### src/hw/ive_pkg.sv
// Package: constants and carriers for the receive video enhancement control block
package ive_pkg;

  // Register offsets in the extension space
  localparam logic [11:0] IVE_SET_OFS = 12'hA80;
  localparam logic [11:0] IVE_CLR_OFS = 12'hA84;
  localparam logic [31:0] IVE_RESET = 32'h0000_0000;
  localparam logic [31:0] IVE_WR_MASK = 32'h0000_3333;

  // Field layout: one nibble per context
  localparam int IVE_CTX_STRIDE = 4;
  localparam int IVE_HDR_STRIP_POS = 0;
  localparam int IVE_FRAME_SYNC_POS = 1;

  // Receive context control registers, one per context
  localparam logic [11:0] IVE_CTX_CTRL_OFS0 = 12'h400;
  localparam logic [11:0] IVE_CTX_CTRL_STRIDE = 12'h020;
  localparam int IVE_CTRL_ACTIVE_POS = 10;
  localparam int IVE_CTRL_RUN_POS = 15;
  localparam int IVE_CTRL_ISOCH_HDR_POS = 30;

  // Stream framing
  localparam logic [7:0] IVE_FS_BYTE0 = 8'h1F;
  localparam logic [3:0] IVE_FS_NIB1 = 4'h7;
  localparam logic [1:0] IVE_HDR_QUADS = 2'h2;
  localparam logic [1:0] IVE_DESC_B_SYNC = 2'h1;

  typedef struct packed {
    logic sop;
    logic [31:0] data;
  } ive_quad_s;

  typedef struct packed {
    logic buffer_fill;
    logic [1:0] b;
    logic at_frame_start;
  } ive_desc_s;

  typedef enum logic {IVE_WAIT_FRAME, IVE_FILL} ive_sync_e;

endpackage : ive_pkg

### src/hw/ive_set_clr_reg.sv
// Set/clear register storage with a mask of writable bits
`timescale 1ns/100ps
module ive_set_clr_reg
  import ive_pkg::*;
#(
  parameter int W = 32,
  parameter logic [W-1:0] MASK = '1,
  parameter logic [W-1:0] RST = '0
) (
  // Clock and reset
  input wire logic core_clk,
  input wire logic reset_n,
  // Write strobes
  input wire logic set_we,
  input wire logic clr_we,
  input wire logic [W-1:0] wdata,
  // Current value
  output logic [W-1:0] value
);

  logic [W-1:0] next_value;

  always_comb begin
    next_value = value;
    if (set_we) begin
      next_value = next_value | wdata;
    end
    if (clr_we) begin
      next_value = next_value & ~wdata;
    end
  end

  always_ff @(posedge core_clk) begin
    if (!reset_n) begin
      value <= RST;
    end else begin
      value <= next_value & MASK;
    end
  end

endmodule : ive_set_clr_reg

### src/hw/ive_rx_enhance_ctrl.sv
// Receive video enhancement control: set/clear register and per-context strip/frame sync
// Notes on behaviour
// Software changes this register only while the context's active and run bits are zero.
// Reserved bits 31-14, 11-10, 7-6 and 3-2 read as zero.
// Set alias A80h sets written ones, clear alias A84h clears; both read value.
// Context 0 strip enable (bit 0) drops the first two payload quadlets.
// Context 1 strip enable (bit 4) drops the first two payload quadlets.
// Context 2 strip enable (bit 8) drops the first two payload quadlets.
// Context 3 strip enable (bit 12) drops the first two payload quadlets.
// A strip enable counts only while the context's isochHeader bit is zero.
// Context 0 frame sync (bit 1): buffer-fill, b=01, align and branch on stray start.
// Context 1 frame sync (bit 5): same alignment and branch behaviour.
// Context 2 frame sync (bit 9): same alignment and branch behaviour.
// Context 3 frame sync (bit 13): same alignment and branch behaviour.
// Frame sync acts only when strip is on and isochHeader is zero.
// isochHeader comes from context control registers at 400h, 420h, 440h, 460h.
// Frame start: third quadlet begins with byte 1Fh then a byte with low nibble 7h.
// In frame sync, data is dropped until a frame start, then filling begins.
// Writes of one to reserved bits are ignored through either alias.
`timescale 1ns/100ps
module ive_rx_enhance_ctrl
  import ive_pkg::*;
#(
  parameter int NUM_CTX = 4
) (
  // Clock and reset
  input wire logic core_clk,
  input wire logic reset_n,
  // Register access in the extension space
  input wire logic reg_sel,
  input wire logic reg_wr,
  input wire logic reg_rd,
  input wire logic [11:0] reg_addr,
  input wire logic [31:0] reg_wdata,
  output logic [31:0] reg_rdata,
  // Receive context control register values, context n at 400h + n*20h
  input wire logic [NUM_CTX-1:0][31:0] ctx_ctrl,
  // Received payload quadlets per context
  input wire logic [NUM_CTX-1:0] rx_valid,
  input wire ive_quad_s [NUM_CTX-1:0] rx_quad,
  // Current descriptor state per context
  input wire ive_desc_s [NUM_CTX-1:0] rx_desc,
  // Quadlets to store per context
  output logic [NUM_CTX-1:0] store_valid,
  output logic [NUM_CTX-1:0][31:0] store_data,
  // Branch to frameBranch, one-cycle pulse per context
  output logic [NUM_CTX-1:0] frame_branch,
  // Effective modes per context
  output logic [NUM_CTX-1:0] strip_active,
  output logic [NUM_CTX-1:0] sync_active
);

  logic [31:0] enh_value;
  logic addr_set;
  logic addr_clr;
  logic set_we;
  logic clr_we;
  logic [31:0] rd_value;

  // Picks a field bit of context ctx out of the enhancement word
  function automatic logic ctx_field(input logic [31:0] value, input int ctx, input int pos);
    ctx_field = value[ctx * IVE_CTX_STRIDE + pos];
  endfunction : ctx_field

  function automatic logic is_frame_start(input logic [31:0] quad);
    is_frame_start = (quad[31:24] == IVE_FS_BYTE0) && (quad[19:16] == IVE_FS_NIB1);
  endfunction : is_frame_start

  // Only the header quadlets need telling apart, so the index sticks at three
  function automatic logic [1:0] advance_idx(input logic [1:0] idx);
    if (idx == 2'h3) begin
      advance_idx = 2'h3;
    end else begin
      advance_idx = idx + 2'h1;
    end
  endfunction : advance_idx

  function automatic logic addr_hit(input logic sel, input logic [11:0] addr,
                                    input logic [11:0] ofs);
    addr_hit = sel && (addr == ofs);
  endfunction : addr_hit

  assign addr_set = addr_hit(reg_sel, reg_addr, IVE_SET_OFS);
  assign addr_clr = addr_hit(reg_sel, reg_addr, IVE_CLR_OFS);
  assign set_we = addr_set && reg_wr;
  assign clr_we = addr_clr && reg_wr;

  // The block trusts software to leave running contexts alone; no interlock is built
  ive_set_clr_reg #(
    .W(32),
    .MASK(IVE_WR_MASK),
    .RST(IVE_RESET)
  ) u_enh_reg (
    .core_clk(core_clk),
    .reset_n(reset_n),
    .set_we(set_we),
    .clr_we(clr_we),
    .wdata(reg_wdata),
    .value(enh_value)
  );

  // Unmapped addresses read as zero; reserved bits are masked again on the way out
  always_comb begin
    rd_value = IVE_RESET;
    if (addr_set || addr_clr) begin
      rd_value = enh_value & IVE_WR_MASK;
    end
  end

  // Read data stays until the next read, so the host may pick it up late
  always_ff @(posedge core_clk) begin
    if (!reset_n) begin
      reg_rdata <= IVE_RESET;
    end else if (reg_sel && reg_rd) begin
      reg_rdata <= rd_value;
    end
  end

  // One identical lane per receive context
  genvar gi;
  generate
    for (gi = 0; gi < NUM_CTX; gi++) begin : g_ctx
      logic isoch_hdr;
      logic strip_en;
      logic sync_en;
      logic desc_sync;
      logic strip_on;
      logic sync_on;
      logic [1:0] quad_idx;
      logic [1:0] cur_idx;
      logic [1:0] next_idx;
      logic tag_quad;
      logic keep_pkt;
      logic start_now;
      logic stray_start;
      logic keep_now;
      logic pass;
      logic take;
      ive_sync_e sync_state;

      assign isoch_hdr = ctx_ctrl[gi][IVE_CTRL_ISOCH_HDR_POS];
      assign strip_en = ctx_field(enh_value, gi, IVE_HDR_STRIP_POS);
      assign sync_en = ctx_field(enh_value, gi, IVE_FRAME_SYNC_POS);
      assign desc_sync = rx_desc[gi].buffer_fill && (rx_desc[gi].b == IVE_DESC_B_SYNC);
      assign strip_on = strip_en && !isoch_hdr;
      assign sync_on = sync_en && strip_on && desc_sync;
      assign strip_active[gi] = strip_on;
      assign sync_active[gi] = sync_on;

      // Payload quadlet index, saturating once past the header
      assign cur_idx = rx_quad[gi].sop ? 2'h0 : quad_idx;
      assign next_idx = advance_idx(cur_idx);
      assign tag_quad = (cur_idx == IVE_HDR_QUADS);
      assign start_now = tag_quad && is_frame_start(rx_quad[gi].data);
      // A start tag while filling away from a frame boundary is out of place
      assign stray_start = start_now && (sync_state == IVE_FILL)
                           && !rx_desc[gi].at_frame_start;

      // Frame decision is made on quadlet 2, before anything of the packet is stored
      always_comb begin
        if (tag_quad) begin
          keep_now = start_now || (sync_state == IVE_FILL);
        end else begin
          keep_now = keep_pkt;
        end
      end


      assign pass = (!strip_on || cur_idx >= IVE_HDR_QUADS) && (!sync_on || keep_now);
      assign take = rx_valid[gi] && pass;

      always_ff @(posedge core_clk) begin
        if (!reset_n) begin
          quad_idx <= 2'h0;
        end else if (rx_valid[gi]) begin
          quad_idx <= next_idx;
        end
      end

      always_ff @(posedge core_clk) begin
        if (!reset_n) begin
          keep_pkt <= 1'b0;
        end else if (rx_valid[gi] && tag_quad) begin
          keep_pkt <= keep_now;
        end
      end

      // Losing any enable drops back to waiting for the next frame start
      always_ff @(posedge core_clk) begin
        if (!reset_n) begin
          sync_state <= IVE_WAIT_FRAME;
        end else if (!sync_on) begin
          sync_state <= IVE_WAIT_FRAME;
        end else if (rx_valid[gi] && start_now) begin
          sync_state <= IVE_FILL;
        end
      end

      // Registered so the branch lines up with the stored tag quadlet
      always_ff @(posedge core_clk) begin
        if (!reset_n) begin
          frame_branch[gi] <= 1'b0;
        end else begin
          frame_branch[gi] <= rx_valid[gi] && sync_on && stray_start;
        end
      end

      always_ff @(posedge core_clk) begin
        if (!reset_n) begin
          store_valid[gi] <= 1'b0;
        end else begin
          store_valid[gi] <= take;
        end
      end

      // Data holds its last value between stores; only store_valid marks a new quadlet
      always_ff @(posedge core_clk) begin
        if (!reset_n) begin
          store_data[gi] <= 32'h0000_0000;
        end else if (take) begin
          store_data[gi] <= rx_quad[gi].data;
        end
      end
    end
  endgenerate

endmodule : ive_rx_enhance_ctrl

### config.mk
export PLATFORM = sky130hd
export DESIGN_NAME = ive_rx_enhance_ctrl
export DESIGN_NICKNAME = d
export VERILOG_FILES = /design/src/hw/ive_pkg.sv /design/src/hw/ive_set_clr_reg.sv /design/src/hw/ive_rx_enhance_ctrl.sv
export SDC_FILE = /design/constraint.sdc
export NUM_CORES = 1
export LEC_CHECK = 0
export ABC_AREA = 1
export BUFFER_PORTS_ARGS = -buffer_cell sky130_fd_sc_hd__buf_2
export CORE_AREA = 2 2 196 198
export CTS_BUF_LIST = sky130_fd_sc_hd__clkbuf_16
export CTS_CLUSTER_DIAMETER = 60
export DETAILED_ROUTE_END_ITERATION = 6
export DIE_AREA = 0 0 198 200
export PLACE_DENSITY = 0.44
export REMOVE_ABC_BUFFERS = 1
export SYNTH_ARGS = -nofsm -noshare
export SYNTH_HDL_FRONTEND = slang
export SYNTH_SLANG_ARGS = --single-unit
### constraint.sdc
create_clock -name core_clk -period 1.8 [get_ports core_clk]
set_input_delay 0.09 -clock core_clk [delete_from_list [all_inputs] [get_ports core_clk]]
set_output_delay 0.09 -clock core_clk [all_outputs]
set_load 0.02 [all_outputs]
; Word level (Yosys, flattened, before mapping)
; Cells that the tools add are included.
[classes]
n_addsub = 4
eq_ne = 22
bitwise = 3
n_mux = 15
order_cmp = 4
reduce_logical = 94
[ops]
columns = cell, n
row1 = logical AND 1 bit, 61
row2 = two-way mux 14 bit, 3
row3 = "== test 8 x 5 -> 1 bit, second input constant", 4
row4 = "== test 12 bit, second input constant", 2
row5 = "== test 2 bit, second input constant", 8
row6 = "== test 4 x 3 -> 1 bit, second input constant", 4
row7 = zero test 1 bit, 16
row8 = two-way mux 2 bit, 8
row9 = AND 14 bit, 1
row10 = NOT 14 bit, 1
row11 = OR 14 bit, 1
row12 = logical OR 1 bit, 13
row13 = "adder 2 x 1 -> 2 bit, second input constant", 4
row14 = "== test 2 x 1 -> 1 bit, second input constant", 4
row15 = "greater-or-equal comparator 2 bit, second input constant", 4
row16 = AND reduction 2 bit, 4
row17 = two-way mux 1 bit, 4
[totals]
ff_bits = 192
elab_cells = 168
out_inout_bits = 176

; Depth between registers and ports, before layout
[logic_depth]
depth_word = 8
mapped_depth = 12

; Cells and area by module
; From an unflattened synthesis, not the netlist that was laid out.
[unflattened]
cells_unflattened = 1195
hier_area_um2 = 8627.0
[by_module_without_submodules]
columns = mod, instances, cells_each, area_per_inst_um2
row1 = ive_rx_enhance_ctrl, 1, 1127, 8137.8
row2 = ive_set_clr_reg, 1, 68, 489.2

; Worst setup path after synthesis
; OpenSTA, ideal clock, no wires.
[synth_timing]
path_type = reg-to-reg
start = register g_ctx[3].quad_idx[1]
end = register store_data[108] (netlist name)
required_ns = 1.685
setup_time_ns = 0.115
slack_ns = 0.486
stages_incl_launch_ff = 12
arrival_time_ns = 1.199
cell_sequence = dfxtp_1 inv_1 nor2_2 nand2_1 nor2_1 nand2_1 nand2_1 nand2_2 buf_6 buf_6 a21oi_1 nor2_1
[synth_between]
elab_chain_len = 8
word_cells_on_any_way = 10
[synth_lines]
columns = element, line_no
row1 = from (decl), ive_rx_enhance_ctrl.sv:129  ; logic [1:0] quad_idx;
row2 = from (signal assigned), ive_rx_enhance_ctrl.sv:176  ; quad_idx <= next_idx;
row3 = two-way mux 2 bit (*), ive_rx_enhance_ctrl.sv:151  ; assign cur_idx = rx_quad[gi].sop ? 2'h0 : quad_idx;
row4 = == test 2 bit, ive_rx_enhance_ctrl.sv:153  ; assign tag_quad = (cur_idx == IVE_HDR_QUADS);
row5 = logical AND 1 bit, ive_rx_enhance_ctrl.sv:154  ; assign start_now = tag_quad && is_frame_start(rx_quad[gi].data);
row6 = logical OR 1 bit, ive_rx_enhance_ctrl.sv:162  ; keep_now = start_now || (sync_state == IVE_FILL);
row7 = two-way mux 1 bit, ive_rx_enhance_ctrl.sv:161  ; if (tag_quad) begin
row8 = logical OR 1 bit, ive_rx_enhance_ctrl.sv:169  ; assign pass = (!strip_on || cur_idx >= IVE_HDR_QUADS) && (!sync_on || keep_now);
row9 = logical AND 1 bit (*), ive_rx_enhance_ctrl.sv:169
row10 = logical AND 1 bit (*), ive_rx_enhance_ctrl.sv:170  ; assign take = rx_valid[gi] && pass;
row11 = "to (signal, indexed assignment)", ive_rx_enhance_ctrl.sv:221  ; store_data[gi] <= rx_quad[gi].data;
row12 = to (decl), ive_rx_enhance_ctrl.sv:45  ; output logic [NUM_CTX-1:0][31:0] store_data,
; Mark *: on every way between the ends. The rest lies on a longest branch, timed or not.
; A chain may end at the register's enable or synchronous reset.

==> metrics.cfg <==
[drt]
totalWireLength_um=27680
drt_iter0_drc=241
drcViolationCount=0
avgViaCountPerCell=4.001
ant_nets=0
dr.pass1.iters=4
num_vias=8671
wl_per_cell_um=12.78

[setup_path]
crit_required_ps=1710
ff2ff_path_depth=6
critPathMaxFanout=3
cp.arrival_ps=1560
path_class=reg2out
r2r_slack_ps=220
endpoint_kind=output pin
critPathLaunchType=flip-flop
regToRegEndpoint=store_data[10]

[placement]
port_buffers=332
gp_congestion=0.7303
placed_cell_area_mm2=0.01052
place_hpwl_um=19470

[floorplanning]
initial_core_util_pct=22.86
die_w_um=198
num_rows=71
die_h_um=200
dieArea_mm2=0.03960
num_io_pins=505
core_mm2=0.03740

[yosys]
ys_seq_area_share_pct=39.33
syn_inst=1192
netlist_area_mm2=0.008551
synth_area_leaders=dfxtp_1 (39%), nand3_2 (9.4%), nand2_1 (9.1%)
synth_top_area_cell=dfxtp_1
ys_ff_latch=168
ys_types=24
synth_top_area_share_pct=39.33
yosys_warnings=0
syn-mean-instance-area_um2=7.173

[clock_network]
cts.sinks=168
root_buffer=clkbuf_16
clk_pin_slew_ps=60
numCtsBuffers=17
htreeDepth=4
clockBufferDepth=2
clk_latency_ps=440
cts_tree=yes

[cells_and_area]
syn2layout_area_growth_pct=48.33
nets=1970
final_common_cell=buf_2
utilization_pct=33.91
fin_area_mm2=0.01268
drive_gt1_share_pct=29.50
final_cell_mix=buf_2 (331), nand2_1 (208), inv_1 (190)

[sta]
period_needed_ps=1654
timing.fmax_mhz=604.8
grt_setup_unrepaired=false
slew_headroom_pct=49.72
finClkSkew_ps=8.821
setup_violations=0
finalCritPeriodShare_pct=91.86
hold_viol=0
slew_violations=0
worstMarginPinSlew_ps=753.3

[hold_path]
hold_class=in2reg
whs_path_depth=3
worstHoldEndpoint=g_ctx[2].quad_idx[0]
hold_start=rx_quad[98]

[power]
p_seq_share_pct=41.8
power_density_mw_per_mm2=767.1
p_int_mw=6.929
switching_share_pct=28.79
irDropWorstVdd_v=0.0007197
power.share.combinational_pct=19.1
p_clk_share_pct=39.2
leakagePower_nw=6.673
p_switching_mw=2.801

[grt]
track_usage_pct=13.79
grt-ovfl-total=0
antenna_found_initial=3
grt_pass1_vias=8264
grt_pass1_wl_um=42610
grt_max_degree=92

[outcome]
status=finished, final reports clean

[job]
drv_cap=0

-- layout make-up --
cell class / instances / area (µm²)
multi-input combinational: 752 / 3835
timing repair buffer: 514 / 3547
fill: 4073 / 24720
clock inverter: 15 / 160.2
sequential: 168 / 3366
antenna: 2 / 5.005
tap: 511 / 639.4
inverter: 188 / 705.7
clock buffer: 17 / 425.4
-- worst max-delay path: stages (launching register included) --
cell and delay, ps:
dfxtp_1 400, nand2_1 170, nor4_4 220, buf_4 170, buf_2 170
-- flip-flops by register name, summed over array words and instances (netlist names), named ones only --
register / count
frame_branch: 4
g_ctx.keep_pkt: 4
g_ctx.quad_idx: 8
g_ctx.sync_state: 4
reg_rdata: 8
store_data: 128
store_valid: 4
-- through the flow --
| step | setup TNS, ps | hold slack (ps) | std cells | power (mW) | setup WS (ps) |
|---|---|---|---|---|---|
| finish | 0 | 47.18 | 2167 | 9.730 | 146.5 |
| floorplan | -221180 | 169.0 | 1108 | 5.072 | -1695 |
| global route | 0 | 47.38 | 2166 | 10.24 | 0.7625 |
| detailed placement | 0 | 261.9 | 1976 | 5.753 | 165.5 |
| CTS | 0 | 5.332 | 2164 | 9.915 | 6.561 |
| global placement | 0 | 264.1 | 1976 | 5.735 | 208.0 |
-- synthesized netlist by cell type --
master / instances
a211oi_1: 4
a21oi_1: 136
a221oi_1: 4
buf_1: 5
buf_2: 37
buf_4: 36
buf_6: 24
clkbuf_1: 5
conb_1: 1
dfxtp_1: 168
inv_1: 188
nand2_1: 208
nand2_2: 4
nand3_1: 57
nand3_2: 80
nand3b_1: 4
nand4_1: 13
nor2_1: 178
nor2_2: 5
nor3_1: 8
nor3_4: 1
nor3b_2: 2
nor4_4: 4
o21ai_0: 20
-- power groups by stage --
stage | clock, mW | combinational, mW | sequential, mW
2_1_floorplan | 0 | 0.646 | 4.43
6_report | 3.81 | 1.85 | 4.07
3_3_place_gp | 0 | 1.60 | 4.14
3_5_place_dp | 0 | 1.60 | 4.15
4_1_cts | 3.97 | 1.87 | 4.07
5_1_grt | 4.08 | 2.06 | 4.09
-- cell families (layout without fill, tap and decap cells) --
| logic type | after synthesis | after routing | share of synthesized area, % |
|---|---|---|---|
| and+or+nand+nor | 564 | 564 | 33.55 |
| buffers and inverters | 295 | 734 | 17.18 |
| DFF | 168 | 168 | 39.33 |
| AOI/OAI and AO/OA | 164 | 164 | 9.892 |
| other | 1 | 26 | 0.04386 |
-- how the worst max path moves through the flow --
stage	startpoint	to	slack, ps	cells past startpoint
after floorplan	flip-flop	store_data[0]	-1700	6
after global placement	flip-flop	store_data[6]	210	6
after detailed placement	flip-flop	store_data[24]	170	6
after CTS	flip-flop	sync_active[3]	7	4
after global routing	flip-flop	sync_active[3]	0.8	4
final	flip-flop	sync_active[3]	150	4
-- timing repair --
action                     in CTS  in global routing
setup endpoints to repair       1                  5
setup buffers                   1                  1
hold endpoints to repair      148                  0
hold buffers                  155                  0
resized for setup               1                  2
pin swaps                       1                  2
-- layer usage --
layer / track usage, % / routed length (µm) / vias up
met3: 5.242 / 2279 / 22
met1: 16.96 / 12790 / 3818
met4: 4.344 / 460 / 4
met2: 22.31 / 12120 / 257
li1: - / - / 4570
met5: 0 / 27 / -
(Power assumes the default switching activity.)
